<file path="src/design/mdof_consts.vh">
`ifndef MDOF_CONSTS_VH
`define MDOF_CONSTS_VH

// field lengths in bytes
`define MDOF_HDR_LEN      5'h08
`define MDOF_DATA_LEN     5'h0b
`define MDOF_WORD_LEN     5'h04
`define MDOF_END_LEN      5'h03

// ascii characters
`define MDOF_CH_SPACE     8'h20
`define MDOF_CH_MINUS     8'h2d
`define MDOF_CH_PLUS      8'h2b
`define MDOF_CH_COMMA     8'h2c
`define MDOF_CH_DOT       8'h2e
`define MDOF_CH_PCT       8'h25
`define MDOF_CH_ZERO      8'h30
`define MDOF_CH_E         8'h45
`define MDOF_CH_N         8'h4e
`define MDOF_CH_D         8'h44
`define MDOF_CH_CR        8'h0d
`define MDOF_CH_LF        8'h0a

// exponent scale codes
`define MDOF_SC_MILLI     2'h0
`define MDOF_SC_UNIT      2'h1
`define MDOF_SC_KILO      2'h2
`define MDOF_SC_MEGA      2'h3

// layout codes
`define MDOF_LAY_MANUAL   2'h0
`define MDOF_LAY_ONE      2'h1
`define MDOF_LAY_TWO      2'h2

// element-two line ranges and motor line, one-based
`define MDOF_MAN_E2_FIRST 5'h0a
`define MDOF_MAN_E2_LAST  5'h12
`define MDOF_MAN_MOTOR    5'h1e
`define MDOF_D1_E2_FIRST  5'h08
`define MDOF_D1_E2_LAST   5'h0e
`define MDOF_D2_E2_FIRST  5'h04
`define MDOF_D2_E2_LAST   5'h06

// binary special codes, nearest single values
`define MDOF_BIN_INF      32'h7e94f56a
`define MDOF_BIN_NAN      32'h7e951bf9
`define MDOF_EXP_RSVD     8'hff

// output buffer
`define MDOF_FIFO_DEPTH   32

`endif

</file>
<file path="src/design/mdof_formatter.v">
`timescale 1ns/100ps
`include "mdof_consts.vh"

// byte buffer between the framer and the link
module mdof_fifo #(
   parameter WIDTH = 9,                     // word width
   parameter DEPTH = `MDOF_FIFO_DEPTH,      // words held
   parameter AW    = 5                      // address bits
) (
   input  wire             clk_sys,         // system clock
   input  wire             rst,             // async reset
   input  wire             ce,              // clock enable
   input  wire             inValid,         // write request
   output wire             inReady,         // room for a word
   input  wire [WIDTH-1:0] inData,          // write data
   output wire             outValid,        // word available
   input  wire             outReady,        // reader takes word
   output wire [WIDTH-1:0] outData          // head word
);
   reg  [WIDTH-1:0] mem [0:DEPTH-1];        // storage
   reg  [AW:0]      wrPtr;                  // write pointer with wrap bit
   reg  [AW:0]      rdPtr;                  // read pointer with wrap bit
   wire             full;                   // all words used
   wire             empty;                  // nothing stored
   wire             doWr;                   // write this cycle
   wire             doRd;                   // read this cycle

   assign full     = (wrPtr[AW] != rdPtr[AW]) && (wrPtr[AW-1:0] == rdPtr[AW-1:0]);
   assign empty    = (wrPtr == rdPtr);
   assign inReady  = !full && ce;
   assign outValid = !empty && ce;
   assign doWr     = inValid && inReady;
   assign doRd     = outValid && outReady;
   assign outData  = mem[rdPtr[AW-1:0]];

   // storage write, no reset needed on data
   always @(posedge clk_sys) begin
      if (doWr) begin
         mem[wrPtr[AW-1:0]] <= inData;
      end
   end

   // pointer update
   always @(posedge clk_sys or posedge rst) begin
      if (rst) begin
         wrPtr <= {(AW+1){1'b0}};
         rdPtr <= {(AW+1){1'b0}};
      end else begin
         if (doWr) begin
            wrPtr <= wrPtr + 1'b1;
         end
         if (doRd) begin
            rdPtr <= rdPtr + 1'b1;
         end
      end
   end
endmodule

// harmonic measurement output framer
module mdof_formatter #(
   parameter FIFO_DEPTH = `MDOF_FIFO_DEPTH, // output buffer words
   parameter FIFO_AW    = 5                 // output buffer address bits
) (
   input  wire        clk_sys,              // system clock
   input  wire        rst,                  // async reset, active high
   input  wire        ce,                   // clock enable
   input  wire        cfgBinary,            // binary output format
   input  wire        cfgHeaderOn,          // ascii headers enabled
   input  wire        cfgTermCrLf,          // terminator cr lf, else lf
   input  wire [1:0]  cfgLayout,            // manual, layout one, layout two
   input  wire [5:0]  cfgMaxOrder,          // maximum harmonic order
   input  wire        cfgThreeWire,         // three-phase three-wire unit
   input  wire        cfgMotorVariant,      // motor evaluation unit
   input  wire        itemValid,            // item offered
   output wire        itemReady,            // item taken
   input  wire        itemSelected,         // item chosen for output
   input  wire [4:0]  itemLine,             // line number, one-based
   input  wire        itemLineEnd,          // last item of its line
   input  wire        itemBlockEnd,         // last item of the block
   input  wire [23:0] itemType,             // three type characters
   input  wire [7:0]  itemElement,          // element character
   input  wire [7:0]  itemState,            // data state character
   input  wire [5:0]  itemOrder,            // order, zero for none
   input  wire [7:0]  itemPhase,            // lead or lag character
   input  wire        itemNegative,         // value below zero
   input  wire [23:0] itemDigits,           // six bcd digits, msd first
   input  wire [2:0]  itemPoint,            // digits before the point
   input  wire [1:0]  itemScale,            // exponent scale code
   input  wire        itemPercent,          // percent-type item
   input  wire [31:0] itemFloat,            // single real value
   input  wire        itemOverflow,         // overrange or overflow
   input  wire        itemIsTime,           // elapsed integration time
   input  wire        itemTimeValid,        // elapsed time available
   input  wire [15:0] itemHours,            // elapsed hours
   input  wire [7:0]  itemMinutes,          // elapsed minutes
   input  wire [7:0]  itemSeconds,          // elapsed seconds
   output wire        outValid,             // byte available
   input  wire        outReady,             // host takes byte
   output wire [7:0]  outData,              // byte
   output wire        outEoi                // end-or-identify with byte
);
   // framer states
   localparam [2:0] S_IDLE  = 3'h0;         // waiting for an item
   localparam [2:0] S_COMMA = 3'h1;         // separator
   localparam [2:0] S_HDR   = 3'h2;         // header bytes
   localparam [2:0] S_DATA  = 3'h3;         // data field
   localparam [2:0] S_TERM  = 3'h4;         // line terminator
   localparam [2:0] S_END   = 3'h5;         // end line text
   localparam [2:0] S_BIN   = 3'h6;         // binary word
   localparam [2:0] S_FLUSH = 3'h7;         // last binary byte

   reg  [2:0]  state;                       // framer state
   reg  [4:0]  idx;                         // byte index in state
   reg         lineOpen;                    // current line has an item
   reg         inEndLine;                   // terminator closes end line
   reg         pendValid;                   // held binary byte present
   reg  [7:0]  pendByte;                    // held binary byte
   reg  [23:0] rType;                       // latched type
   reg  [7:0]  rElem;                       // latched element
   reg  [7:0]  rState;                      // latched state
   reg  [5:0]  rOrder;                      // latched order
   reg  [7:0]  rPhase;                      // latched phase
   reg         rNeg;                        // latched sign
   reg  [23:0] rDigits;                     // latched digits
   reg  [2:0]  rPoint;                      // latched point position
   reg  [1:0]  rScale;                      // latched scale
   reg         rPercent;                    // latched percent flag
   reg  [31:0] rWord;                       // latched binary word
   reg         rLineEnd;                    // latched line end
   reg         rBlockEnd;                   // latched block end
   reg  [7:0]  curByte;                     // byte for this step
   reg         curPush;                     // step writes a byte
   reg         curEoi;                      // step byte ends block
   reg         lastStep;                    // step finishes the state
   reg  [2:0]  afterState;                  // state after the last step
   reg         lineDrop;                    // item line not emitted
   reg  [31:0] next_word;                   // binary word of offered item
   wire        keep;                        // offered item goes out
   wire        take;                        // item accepted this cycle
   wire        fifoReady;                   // buffer has room
   wire        stepGo;                      // current step completes
   wire [5:0]  tens;                        // order tens digit
   wire [5:0]  ones;                        // order ones digit
   wire [8:0]  fifoOut;                     // buffered byte and eoi

   assign tens = rOrder / 6'h0a;
   assign ones = rOrder % 6'h0a;

   // one mantissa character, point placed after pt digits
   function [7:0] mantChar;
      input [23:0] dg;
      input [2:0]  pt;
      input [2:0]  pos;
      reg   [2:0]  n;
      begin
         n = (pos > pt) ? pos - 3'h1 : pos;
         case (n)
            3'h0:    mantChar = {4'h3, dg[23:20]};
            3'h1:    mantChar = {4'h3, dg[19:16]};
            3'h2:    mantChar = {4'h3, dg[15:12]};
            3'h3:    mantChar = {4'h3, dg[11:8]};
            3'h4:    mantChar = {4'h3, dg[7:4]};
            default: mantChar = {4'h3, dg[3:0]};
         endcase
         if (pos == pt) begin
            mantChar = `MDOF_CH_DOT;
         end
      end
   endfunction

   // lines removed by hardware variant and layout
   always @* begin
      lineDrop = 1'b0;
      case (cfgLayout)
         `MDOF_LAY_MANUAL: begin
            lineDrop = (cfgThreeWire && itemLine >= `MDOF_MAN_E2_FIRST
                        && itemLine <= `MDOF_MAN_E2_LAST)
                       || (itemLine == `MDOF_MAN_MOTOR && !cfgMotorVariant);
         end
         `MDOF_LAY_ONE: begin
            lineDrop = cfgThreeWire && itemLine >= `MDOF_D1_E2_FIRST
                       && itemLine <= `MDOF_D1_E2_LAST;
         end
         `MDOF_LAY_TWO: begin
            lineDrop = cfgThreeWire && itemLine >= `MDOF_D2_E2_FIRST
                       && itemLine <= `MDOF_D2_E2_LAST;
         end
         default: begin
            lineDrop = 1'b0;
         end
      endcase
   end

   // deselected, over-order and dropped-line items vanish
   assign keep = itemSelected && (itemOrder <= cfgMaxOrder) && !lineDrop;
   assign take = itemValid && ce && (state == S_IDLE);
   assign itemReady = ce && (state == S_IDLE);

   // binary word with special codes
   always @* begin
      if (itemIsTime) begin
         next_word = itemTimeValid ? {itemHours, itemMinutes, itemSeconds}
                                   : `MDOF_BIN_NAN;
      end else if (itemOverflow || itemFloat[30:23] == `MDOF_EXP_RSVD) begin
         next_word = `MDOF_BIN_INF;
      end else begin
         next_word = itemFloat;
      end
   end

   // byte of the current step and where the state goes next
   always @* begin
      curByte    = `MDOF_CH_SPACE;
      curPush    = 1'b1;
      curEoi     = 1'b0;
      lastStep   = 1'b0;
      afterState = S_IDLE;
      case (state)
         S_COMMA: begin
            curByte    = `MDOF_CH_COMMA;
            lastStep   = 1'b1;
            afterState = cfgHeaderOn ? S_HDR : S_DATA;
         end
         S_HDR: begin
            lastStep   = (idx == `MDOF_HDR_LEN - 5'h01);
            afterState = S_DATA;
            case (idx[2:0])
               3'h0:    curByte = rType[23:16];
               3'h1:    curByte = rType[15:8];
               3'h2:    curByte = rType[7:0];
               3'h3:    curByte = rElem;
               3'h4:    curByte = rState;
               3'h5:    curByte = (rOrder == 6'h00) ? `MDOF_CH_SPACE : {4'h3, tens[3:0]};
               3'h6:    curByte = (rOrder == 6'h00) ? `MDOF_CH_SPACE : {4'h3, ones[3:0]};
               default: curByte = rPhase;
            endcase
         end
         S_DATA: begin
            lastStep   = (idx == `MDOF_DATA_LEN - 5'h01);
            afterState = rLineEnd ? S_TERM : (rBlockEnd ? S_END : S_IDLE);
            if (idx == 5'h00) begin
               curByte = rNeg ? `MDOF_CH_MINUS : `MDOF_CH_SPACE;
            end else if (idx <= 5'h07) begin
               curByte = mantChar(rDigits, rPoint, idx[2:0] - 3'h1);
            end else if (rPercent) begin
               curByte = (idx == 5'h08) ? `MDOF_CH_PCT : `MDOF_CH_SPACE;
            end else if (idx == 5'h08) begin
               curByte = `MDOF_CH_E;
            end else if (idx == 5'h09) begin
               curByte = (rScale == `MDOF_SC_MILLI) ? `MDOF_CH_MINUS : `MDOF_CH_PLUS;
            end else begin
               case (rScale)
                  `MDOF_SC_MILLI: curByte = 8'h33;
                  `MDOF_SC_UNIT:  curByte = `MDOF_CH_ZERO;
                  `MDOF_SC_KILO:  curByte = 8'h33;
                  default:        curByte = 8'h36;
               endcase
            end
         end
         S_TERM: begin
            lastStep   = cfgTermCrLf ? (idx == 5'h01) : 1'b1;
            curByte    = (cfgTermCrLf && idx == 5'h00) ? `MDOF_CH_CR : `MDOF_CH_LF;
            curEoi     = lastStep && inEndLine;
            afterState = (rBlockEnd && !inEndLine) ? S_END : S_IDLE;
         end
         S_END: begin
            lastStep   = (idx == `MDOF_END_LEN - 5'h01);
            afterState = S_TERM;
            case (idx[1:0])
               2'h0:    curByte = `MDOF_CH_E;
               2'h1:    curByte = `MDOF_CH_N;
               default: curByte = `MDOF_CH_D;
            endcase
         end
         S_BIN: begin
            // step 0 releases the held byte, steps 1-3 send the top three
            lastStep   = (idx == `MDOF_WORD_LEN - 5'h01);
            afterState = rBlockEnd ? S_FLUSH : S_IDLE;
            case (idx[1:0])
               2'h0: begin
                  curByte = pendByte;
                  curPush = pendValid;
               end
               2'h1:    curByte = rWord[31:24];
               2'h2:    curByte = rWord[23:16];
               default: curByte = rWord[15:8];
            endcase
         end
         S_FLUSH: begin
            curByte  = pendByte;
            curPush  = pendValid;
            curEoi   = 1'b1;
            lastStep = 1'b1;
         end
         default: begin
            curPush = 1'b0;
         end
      endcase
   end

   assign stepGo = ce && (state != S_IDLE) && (!curPush || fifoReady);

   // framer sequence
   always @(posedge clk_sys or posedge rst) begin
      if (rst) begin
         state     <= S_IDLE;
         idx       <= 5'h00;
         lineOpen  <= 1'b0;
         inEndLine <= 1'b0;
         pendValid <= 1'b0;
         pendByte  <= 8'h00;
         rType     <= 24'h000000;
         rElem     <= 8'h00;
         rState    <= 8'h00;
         rOrder    <= 6'h00;
         rPhase    <= 8'h00;
         rNeg      <= 1'b0;
         rDigits   <= 24'h000000;
         rPoint    <= 3'h0;
         rScale    <= 2'h0;
         rPercent  <= 1'b0;
         rWord     <= 32'h00000000;
         rLineEnd  <= 1'b0;
         rBlockEnd <= 1'b0;
      end else if (take) begin
         // latch the offered item and pick the first state
         rType     <= itemType;
         rElem     <= itemElement;
         rState    <= itemState;
         rOrder    <= itemOrder;
         rPhase    <= itemPhase;
         rNeg      <= itemNegative;
         rDigits   <= itemDigits;
         rPoint    <= itemPoint;
         rScale    <= itemScale;
         rPercent  <= itemPercent;
         rWord     <= next_word;
         rLineEnd  <= itemLineEnd;
         rBlockEnd <= itemBlockEnd;
         idx       <= 5'h00;
         if (cfgBinary) begin
            // no header, comma or terminator in binary
            state <= keep ? S_BIN : (itemBlockEnd ? S_FLUSH : S_IDLE);
         end else if (keep) begin
            lineOpen <= 1'b1;
            state    <= lineOpen ? S_COMMA : (cfgHeaderOn ? S_HDR : S_DATA);
         end else if (itemLineEnd && lineOpen) begin
            state <= S_TERM;
         end else if (itemBlockEnd) begin
            state <= S_END;
         end
      end else if (stepGo) begin
         if (lastStep) begin
            state <= afterState;
            idx   <= 5'h00;
            if (state == S_TERM) begin
               lineOpen  <= 1'b0;
               inEndLine <= 1'b0;
            end
            if (state == S_END) begin
               inEndLine <= 1'b1;
            end
            if (state == S_BIN) begin
               pendByte  <= rWord[7:0];
               pendValid <= 1'b1;
            end
            if (state == S_FLUSH) begin
               pendValid <= 1'b0;
            end
         end else begin
            idx <= idx + 5'h01;
         end
      end
   end

   // output buffer, back-pressure stalls the framer
   mdof_fifo #(
      .WIDTH (9),
      .DEPTH (FIFO_DEPTH),
      .AW    (FIFO_AW)
   ) u_fifo (
      .clk_sys  (clk_sys),
      .rst      (rst),
      .ce       (ce),
      .inValid  (curPush && state != S_IDLE),
      .inReady  (fifoReady),
      .inData   ({curEoi, curByte}),
      .outValid (outValid),
      .outReady (outReady),
      .outData  (fifoOut)
   );

   assign outData = fifoOut[7:0];
   assign outEoi  = fifoOut[8];
endmodule

</file>
<file path="config.mk">
export PLATFORM = sky130hd
export DESIGN_NAME = mdof_formatter
export DESIGN_NICKNAME = d
export VERILOG_FILES = /design/src/design/mdof_formatter.v
export VERILOG_INCLUDE_DIRS = /design/src /design/src/design
export SDC_FILE = /design/constraint.sdc
export NUM_CORES = 1
export LEC_CHECK = 0
export ABC_CLOCK_PERIOD_IN_PS = 5810
export BUFFER_PORTS_ARGS = -buffer_cell sky130_fd_sc_hd__buf_4
export CAP_MARGIN = 10
export CORE_MARGIN = 5
export CORE_UTILIZATION = 45
export CTS_BUF_LIST = sky130_fd_sc_hd__clkbuf_4 sky130_fd_sc_hd__clkbuf_8
export CTS_CLUSTER_DIAMETER = 200
export DETAILED_ROUTE_END_ITERATION = 10
export GPL_TIMING_DRIVEN = 0
export PLACE_DENSITY_LB_ADDON = 0.2
export SYNTH_ARGS = -nofsm -noshare
export SYNTH_HDL_FRONTEND = slang
export SYNTH_SLANG_ARGS = --single-unit
export TNS_END_PERCENT = 10
</file>
<file path="constraint.sdc">
create_clock -name clk_sys -period 5.81 [get_ports clk_sys]
set_input_delay 0.581 -clock clk_sys [delete_from_list [all_inputs] [get_ports clk_sys]]
set_output_delay 0.581 -clock clk_sys [all_outputs]
set_load 0.05 [all_outputs]
</file>
# Yosys cells after proc, flatten, opt, wreduce, memory -nomap -nowiden
# Memories as Yosys holds them, arrays and structs flattened.
# Cells that the tools add are included.
# W data, S select, Z words.
[op_classes]
n_addsub = 5
multipliers = 0
div_mod_pow = 2
magnitude_cmp = 9
eq_ne = 39
shifts = 0
n_mux = 58
bitwise = 1
reduce_logical = 55
[op_table]
columns = ["cell", "count"]
rows = [
  ["$pmux W8 S7", 2],
  ["$mux W32", 3],
  ["$mux W3", 17],
  ["$mux W5", 6],
  ["$eq A3 B3 Y1 const B", 8],
  ["$logic_and A1 B1 Y1", 24],
  ["$mux W8", 3],
  ["$pmux W8 S3", 1],
  ["$pmux W4 S5", 1],
  ["$eq A3 B2 Y1 const B", 6],
  ["$pmux W3 S6", 1],
  ["$eq A5 B4 Y1 const B", 3],
  ["$mux W1", 14],
  ["$mux W7", 2],
  ["$add A6 B1 Y6 const B", 2],
  ["$reduce_and A4 Y1", 3],
  ["$eq A5 B2 Y1 const B", 2],
  ["$ge A5 B4 Y1 const B", 2],
  ["$le A5 B3 Y1 const B", 2],
  ["$reduce_bool A2 Y1", 5],
  ["$eq A3 B1 Y1 const B", 3],
  ["$logic_not A3 Y1", 3],
  ["$eq A8 B8 Y1 const B", 1],
  ["$pmux W4 S2", 1],
  ["other kinds (37)", 54],
]
[word_totals]
register_bits = 150
latch_bits = 0
ram_bits = 288
mem_bits_ro = 0
in_bits = 178
output_inout_bits = 11
word_cells = 191
n_memories = 1
[mem_list]
columns = ["memory", "words", "width", "rd", "rd_ports_with_merged_regs", "wr", "line_no", "text"]
rows = [
  ["u_fifo.mem", 32, 9, 1, 0, 1, "mdof_formatter.v:20", "reg [WIDTH-1:0] mem [0:DEPTH-1];"],
]

# Longest topological paths before layout
# Gate-level depths: netlist (run 1).
[depth]
depth_word = 10
mapped_depth = 13

# Modules after synthesis
# A second synthesis (run 1) with hierarchy kept.
[unflattened]
hier_cells = 1643
area_unflattened_um2 = 19990.4
[by_module_without_submodules]
columns = ["module", "instances", "cells_per_inst", "area_per_inst_um2"]
rows = [
  ["mdof_fifo", 1, 648, 12000.3],
  ["mdof_formatter", 1, 995, 7990.2],
]

# Worst setup path after synthesis (run 1)
# No wires, ideal clock.
[synth_path]
path_kind = "register -> register"
start = "register idx[0]"
end = "memory u_fifo.mem[0][3], data pin"
arrival_ns = 5.106
required_time_ns = 5.195
slack_ns = 0.088
stages_incl_launch_ff = 13
path_buffers = 2
cell_sequence = "dfrtp_1 clkbuf_1 inv_1 ha_1 ha_1 clkbuf_1 inv_1 ha_1 a21oi_1 a211oi_1 xnor2_1 mux2i_1 o311ai_0"
[synth_via]
elab_chain_cells = 9
elab_cells_between_ends = 35
classes_between = "add/sub (2); order compare (2); eq/ne (15); mux (12); reduce/logical (4)"
[synth_lines]
columns = ["item", "line_no", "text"]
rows = [
  ["from (decl)", "mdof_formatter.v:113", "reg [4:0] idx;"],
  ["from (signal assigned)", "mdof_formatter.v:371", "idx <= idx + 5'h01;"],
  ["$sub A3 B1 Y3", "mdof_formatter.v:244", "curByte = mantChar(rDigits, rPoint, idx[2:0] - 3'h1);"],
  ["$sub A3 B1 Y3 / $gt A3 B3 Y1 (equally long branches)", "mdof_formatter.v:156", "n = (pos > pt) ? pos - 3'h1 : pos;"],
  ["$mux W3", "mdof_formatter.v:156", ""],
  ["$eq A3 B3 Y1, or another cell as far along", "mdof_formatter.v:157", "case (n)"],
  ["$pmux W4 S5", "mdof_formatter.v:157", ""],
  ["$mux W8", "mdof_formatter.v:165", "if (pos == pt) begin"],
  ["$mux W8", "mdof_formatter.v:243", "end else if (idx <= 5'h07) begin"],
  ["$mux W8", "mdof_formatter.v:241", "if (idx == 5'h00) begin"],
  ["$pmux W8 S7 (*)", "mdof_formatter.v:218", "case (state)"],
  ["via curByte[3]", "mdof_formatter.v:131", "reg [7:0] curByte;"],
  ["to (decl)", "mdof_formatter.v:20", ""],
]
# The timed path passes the listed nets; every way through them passes the cells marked *.

# Final worst setup path (run 1)
[layout_path]
start = "register idx[0]"
end = "memory u_fifo.mem[25][0], data pin"
# Same word-level chain as after synthesis.

==> out/results.txt, run 1 <==
Critical-path cell list - clkbuf_1, inv_1, ha_1, ha_1, clkbuf_1, inv_1, ha_1, and3_1, a21oi_2, mux2i_1, o31ai_1, nand4b_1, a211o_2
Largest net degree at the start of global routing - 95
Critical path buffers and inverters - 4
Layout cell share with drive strength beyond 1 - 25.77%
Tmin final - 5.210 ns
Critical path's slowest cell - mux2i_1
Initial antenna violation count - 2
Setup Viol. Count Final - 0
Syn nets - 1,681
GRT Util Overall - 21.55%
Worst endpoint required time - 6.08 ns
Num ports - 189
Gpl congestion - 0.9111
Top cell type's share of synthesized area - 44.13%
Synth top area cells - edfxtp_1 44%, dfrtp_1 19%, mux4_2 10%
Worst VDD drop - 0.5153 mV
Status - complete, no violations
Initial Util - 45.49%
Slew @ Worst Pin - 1.160 ns
Cells after synthesis - 1,480
Residual DRC - 0
Yosys reg bits - 438
Area leader, netlist - edfxtp_1
Main synth FF type - edfxtp_1
Area of the multi-input gates - 0.006716 mm²
Htree depth - 3
Final period utilization - 89.67%
Non-filler cells in the finished layout - 2,398
Lkg Pwr - 0.009131 µW
# port buffers - 187
Max Slew Vio Count - 0
Fillers - 3,666
Worst slew margin - 22.39%
Final instance area - 0.02347 mm²
Sequential element share of the synthesized area - 63.29%
Rows - 76
Clk slew on worst S/H paths - 0.07 ns
Worst clock skew - 0.04298 ns
Startpoint Class - flip-flop
Num Clock Sinks - 438
Arrival time at the worst endpoint - 5.48 ns
Setup slack at placement - 0.4055 ns
Core area - 0.04308 mm²
Commonest cells after routing, fill and taps aside - 318 x nand2_1, 288 x edfxtp_1, 191 x buf_4, 150 x dfrtp_1, 96 x nor2_1
Total gr overflow - 0
Die height - 218.7 µm
Netlist cell types - 67
Crit-path leading delay family - compound AO/OA/AOI/OAI gates
DRT antenna net count - 0
Dpl hpwl - 36,890 µm
Placed instance count - 2,263
Post-Place Cell Area - 0.02190 mm²
WS Path Type - flip-flop to flip-flop
Crit end category - flip-flop
Mean number of vias per cell - 5.516
Die area - 0.04782 mm²
Maxcap violations - 0
NumNets Final - 1,956
Via count - 13,230
RSZ-0062 raised after global routing - false
Bufs on Longest Clock Path - 3
Commonest non-fill, non-tap cell in the layout - nand2_1
Drt initial violations - 1,096
Total setup buffers inserted after CTS - 0
Mean Syn Cell Area - 13.24 µm²
Synth-to-Final Area Change - 19.76%
Max Freq - 191.9 MHz
TritonCTS clock tree - built
Post-synth EDFFs - 288
Pwr dens - 551.4 mW/mm²
Per-cell routed wire length - 21.31 µm
Setup ws final - 0.6001 ns
Ys Warns - 0
Number of global-route vias before repair - 13,700
Ys async rst share - 34.25%
Total CTS buffers - 74
Clk_lat worst skew - 0.65 ns
Root Driver - clkbuf_8
Cell mode on critical path - ha_1
Drt first pass iters - 5
Final WL - 51,100 µm
Slowest stage delay, CP - 0.74 ns
Critical Path Fanout Max - 32
Synth Cell Area - 0.01960 mm²
Worst Hold Class - primary input to flip-flop
Final Hold Vio Count - 0
First-pass GRT wire length - 79,080 µm
Chip width - 218.7 µm
FF/Latch Area - 0.01240 mm²
## routing by layer
metal / up-vias / share of wire (%) / GRT usage, %
li1: 6084 / - / -
met1: 6560 / 44 / 29.63
met2: 490 / 48 / 35.36
met3: 92 / 5.8 / 4.294
met4: 2 / 2.3 / 6.029
met5: - / 0.039 / 0
## sequential cells by signal, indices dropped and copies added, names as in the netlist, 2 cells and up
register / flops
rType: 24
idx: 5
u_fifo.wrPtr: 6
rPoint: 3
rDigits: 24
rScale: 2
rPhase: 8
pendByte: 8
u_fifo.rdPtr: 6
rState: 8
rWord: 32
state: 3
u_fifo.mem: 288
rElem: 8
rOrder: 6
## where the power goes
part,internal [µW],switching (µW)
clock,1610,1250
sequential,4420,382
combinational,2020,3260
total,8050,4890
## worst reg2reg max path, delay by kind of cell (launching register included)
family,cells,cell delay [ns]
AOI/OAI and AO/OA,3,1.17
adders and majority gates,3,0.97
buffers and inverters,4,0.93
muxes,1,0.74
DFF,1,0.54
and+or+nand+nor,2,0.50
## cell usage after synthesis, drive strengths merged, types with 12 or more instances
cell type,number
a21oi,36
a222oi,14
a22oi,13
buf,26
clkbuf,64
dfrtp,150
edfxtp,288
ha,23
inv,29
mux2,21
mux2i,12
mux4,90
nand2,318
nand2b,13
nand3,17
nor2,96
o21ai,75
o22ai,18
xor2,12
## worst paths after layout
kind / cells past startpoint / slack (ns) / to / startpoint
max: 13 / 0.60 / u_fifo.mem[25][0]$_DFFE_PP_ / idx[0]$_DFFE_PP0P_
min: 3 / 0.13 / rDigits[6]$_DFFE_PP0P_ / itemDigits[6]
max reg2reg: 13 / 0.60 / u_fifo.mem[25][0]$_DFFE_PP_ / idx[0]$_DFFE_PP0P_
min reg2reg: 2 / 0.47 / rDigits[1]$_DFFE_PP0P_ / rDigits[1]$_DFFE_PP0P_
max in group asynchronous: 4 / 4.38 / rWord[9]$_DFFE_PP0P_ / rst
min in group asynchronous: 3 / 0.56 / rState[2]$_DFFE_PP0P_ / rst
## layout make-up
cell class                 count  share of cell area (%)
timing repair buffer         199                   6.622
clock inverter                28                   1.034
clock buffer                 105                   5.598
inverter                      29                  0.4852
antenna                        1                 0.01066
multi-input combinational    923                   28.62
buffer                        90                   1.669
tap                          585                   3.119
sequential                   438                   52.84
## cells by family after synthesis
group / share of synthesized area, %
flip-flops: 63.29
AND/OR/NAND/NOR: 11.43
XOR/XNOR: 0.9832
AO/OA/AOI/OAI: 8.115
multiplexers: 12.16
adder cells (fa/ha/maj): 1.469
buffers and inverters: 2.554
## per-stage QoR
| step | hold slack, ns | total power [µW] | setup TNS [ns] | util, % |
|---|---|---|---|---|
| 2_1_floorplan | 0.4369 | 8268 | 0 | - |
| 3_3_place_gp | 0.4573 | 9944 | -254.37 | 50.45 |
| 3_5_place_dp | 0.4577 | 10150 | 0 | 50.84 |
| 4_1_cts | 0.09746 | 13030 | 0 | 54.47 |
| 5_1_grt | 0.1092 | 13670 | 0 | 54.48 |
| 6_report | 0.1335 | 12940 | 0 | 54.48 |
## repair_timing
item,in CTS,in global routing
setup endpoints to repair,0,32
endpoints found under the hold margin,15,0
hold buffers,1,0
gates resized for setup,0,1
Note: power is estimated with default switching activity, not from simulation.
==> run 2, diff against run 1 <==
PLACE_DENSITY_LB_ADDON = 0.08   (was 0.2)
REMOVE_ABC_BUFFERS = 1   (was unset)
TNS_END_PERCENT = 20   (was 10)
==> run 2 against run 1 <==
Net effect: sequential power is 6.3% higher; maximum frequency decreased by 3.7%; largest cell class unchanged; global-route usage decreased by 0.73 points; utilization down 0.68 points; combinational power down 8.1%; register-to-register slack worse by 0.20 ns; die area is the same; sequential cell count unchanged; hold slack improved by 0.014 ns; critical path depth decreased by 2.
==> out/results.txt, run 2 (synthesis results as in run 1) <==
Status - complete, no violations
Crit end category - flip-flop
Layout cell share with drive strength beyond 1 - 26.45% (+0.67 points)
Worst VDD drop - 0.5774 mV (+12%)
Bufs on Longest Clock Path - 3 (unchanged)
Worst slew margin - 17.96% (-4.4 points)
Die height - 218.7 µm (unchanged)
First-pass GRT wire length - 76,860 µm (-2.8%)
Dpl hpwl - 32,770 µm (-11%)
Commonest non-fill, non-tap cell in the layout - nand2_1
Fillers - 3,756 (+2.5%)
Total gr overflow - 0 (unchanged)
Synth-to-Final Area Change - 18.27%
Startpoint Class - flip-flop
Critical path buffers and inverters - 2 (-2)
Clk slew on worst S/H paths - 0.07 ns (about the same)
Crit path from - idx[0]$_DFFE_PP0P_
Switch Pwr - 4770 µW (-2.5%)
Seq pwr share - 40.4% (+3.3 points)
Final WL - 49,060 µm (-4.0%)
Critical path depth - 11 (-2)
Num ports - 189 (unchanged)
Residual DRC - 0 (unchanged)
RSZ-0062 raised after global routing - false
Rows - 76 (unchanged)
Final Hold Vio Count - 0 (unchanged)
Drt initial violations - 874 (-20%)
Slew @ Worst Pin - 1.231 ns (+0.07069 ns)
Lkg Pwr - 0.009010 µW (-1.3%)
Final period utilization - 93.12% (+3.5 points)
TritonCTS clock tree - built
WS Path Type - flip-flop to flip-flop
DRT antenna net count - 0 (unchanged)
Post-cts sizing count - 0 (unchanged)
Critical-path cell list - inv_1, ha_1, ha_1, inv_1, ha_1, and3_1, a21oi_2, mux2i_1, o21ai_0, nand4b_1, a211o_1
Num Clock Sinks - 438 (unchanged)
Initial Util - 45.49% (unchanged)
Max Freq - 184.8 MHz (-3.7%)
Worst setup path end - u_fifo.mem[24][0]$_DFFE_PP_
Arrival time at the worst endpoint - 5.64 ns (+0.16 ns)
Tmin final - 5.410 ns (+0.2005 ns)
Pwr dens - 545.1 mW/mm² (-1.1%)
Clock share of power - 21.3% (-0.8 points)
Largest net degree at the start of global routing - 97 (+2.1%)
Chip width - 218.7 µm (unchanged)
Commonest cells after routing, fill and taps aside - 317 x nand2_1, 288 x edfxtp_1, 194 x buf_4, 147 x dfrtp_1, 96 x nor2_1
Pint - 7864 µW (-2.3%)
Htree depth - 3 (unchanged)
Worst endpoint required time - 6.04 ns (-0.04 ns)
Reg-to-Reg End - u_fifo.mem[24][0]$_DFFE_PP_
Setup ws final - 0.3996 ns (-0.2005 ns)
Slowest stage delay, CP - 0.96 ns (+0.22 ns)
Worst clock skew - 0.02844 ns (-0.01454 ns)
Core area - 0.04308 mm² (unchanged)
Clk_lat worst skew - 0.63 ns (-0.02 ns)
Via count - 12,590 (-4.8%)
NumNets Final - 1,874 (-4.2%)
Critical path's slowest cell - a211o_1
WHS Path Cells - 3 (unchanged)
Logic pwr share - 38.4% (-2.4 points)
GRT Util Overall - 20.82% (-0.73 points)
Non-filler cells in the finished layout - 2,314 (-3.5%)
Mean number of vias per cell - 5.443 (-1.3%)
Gpl congestion - 0.8513 (-6.6%)
Setup Viol. Count Final - 0 (unchanged)
Max reg flops - 288 (unchanged)
Drt first pass iters - 5 (unchanged)
Critical Path Fanout Max - 32 (unchanged)
Switching share of power - 37.76% (-0.050 points)
Worst Hold Class - primary input to flip-flop
Total CTS buffers - 74 (unchanged)
Hold WS - 0.1475 ns (+0.01404 ns)
Number of global-route vias before repair - 13,410 (-2.2%)
Crit Reg-Reg Startpoint - idx[0]$_DFFE_PP0P_
# port buffers - 188 (+0.53%)
Die area - 0.04782 mm² (unchanged)
Initial antenna violation count - 1 (-1)
Setup slack at placement - 0.3671 ns (-0.03838 ns)
Max Slew Vio Count - 0 (unchanged)
Per-cell routed wire length - 21.20 µm (-0.51%)
Cell mode on critical path - ha_1
Maxcap violations - 0 (unchanged)
Root Driver - clkbuf_8
R2r setup slk - 0.40 ns (-0.20 ns)
Placed instance count - 2,178 (-3.8%)
Worst Reg-to-Reg Cells - 11 (-2)
Crit-path leading delay family - compound AO/OA/AOI/OAI gates
## run 2: cell types whose count changed in the layout (fill, tap and decap cells not counted), sizes merged
cell / delta
bufinv: -1
clkinv: +8
clkbuf: -73
buf: -19
inv: +1
## run 2: area by class of cell
| type | count | area (µm²) | share of cell area [%] |
|---|---|---|---|
| Tap cell | 585 | 732.0 | 3.158 |
| Antenna cell | 1 | 2.502 | 0.01080 |
| Sequential cell | 438 | 12410 | 53.55 |
| Multi-Input combinational cell | 923 | 6728 | 29.03 |
| Clock inverter | 36 | 250.2 | 1.080 |
| Timing Repair Buffer | 207 | 1757 | 7.580 |
| Clock buffer | 95 | 1182 | 5.102 |
| Inverter | 29 | 113.9 | 0.4913 |
## run 2: layer usage
layer  vias up  GRT usage, %  wire length, µm
met2       324         33.25            23430
li1       5924             -                -
met1      6266         28.75            21770
met5         -             0                0
met3        80         4.890             2602
met4         0         6.259             1260
## run 2: power groups by stage
stage                     Sequential (µW)  Clock [µW]  Combinational [µW]
after floorplan                      5060           0                3150
after global placement               5430           0                4520
after detailed placement             5170           0                4840
after CTS                            5110        2770                4850
after global routing                 5190        2920                5300
final                                5100        2690                4850
## run 2: tightest hold or removal path, stage by stage
cell and delay (ns):
buf_4 0.08, nand2_1 0.04, nand2_1 0.04
## run 2: timing repair
action                                 4_1_cts  5_1_grt
buffers inserted                             0        0
endpoints found under the hold margin       11        0
hold buffers                                 1        0
## run 2: per-stage QoR
step / util [%] / power, µW / cell area [µm²] / setup TNS (ns)
floorplan: - / 8215 / 19200 / 0
global placement: 49.56 / 9949 / 21350 / -595.83
detailed placement: 50.26 / 10010 / 21650 / 0
CTS: 53.61 / 12740 / 23090 / 0
global route: 53.80 / 13410 / 23170 / 0
finish: 53.80 / 12630 / 23180 / 0
## run 2: worst min path at each step
stage | endpoint | slack [ns] | startpoint
floorplan | rPhase[3]$_DFFE_PP0P_ | 0.44 | rPhase[3]$_DFFE_PP0P_
global placement | rPhase[5]$_DFFE_PP0P_ | 0.45 | rPhase[5]$_DFFE_PP0P_
detailed placement | rPhase[7]$_DFFE_PP0P_ | 0.46 | rPhase[7]$_DFFE_PP0P_
CTS | rDigits[19]$_DFFE_PP0P_ | 0.1 | itemDigits[19]
global route | rType[1]$_DFFE_PP0P_ | 0.11 | itemType[1]
finish | rDigits[19]$_DFFE_PP0P_ | 0.15 | itemDigits[19]
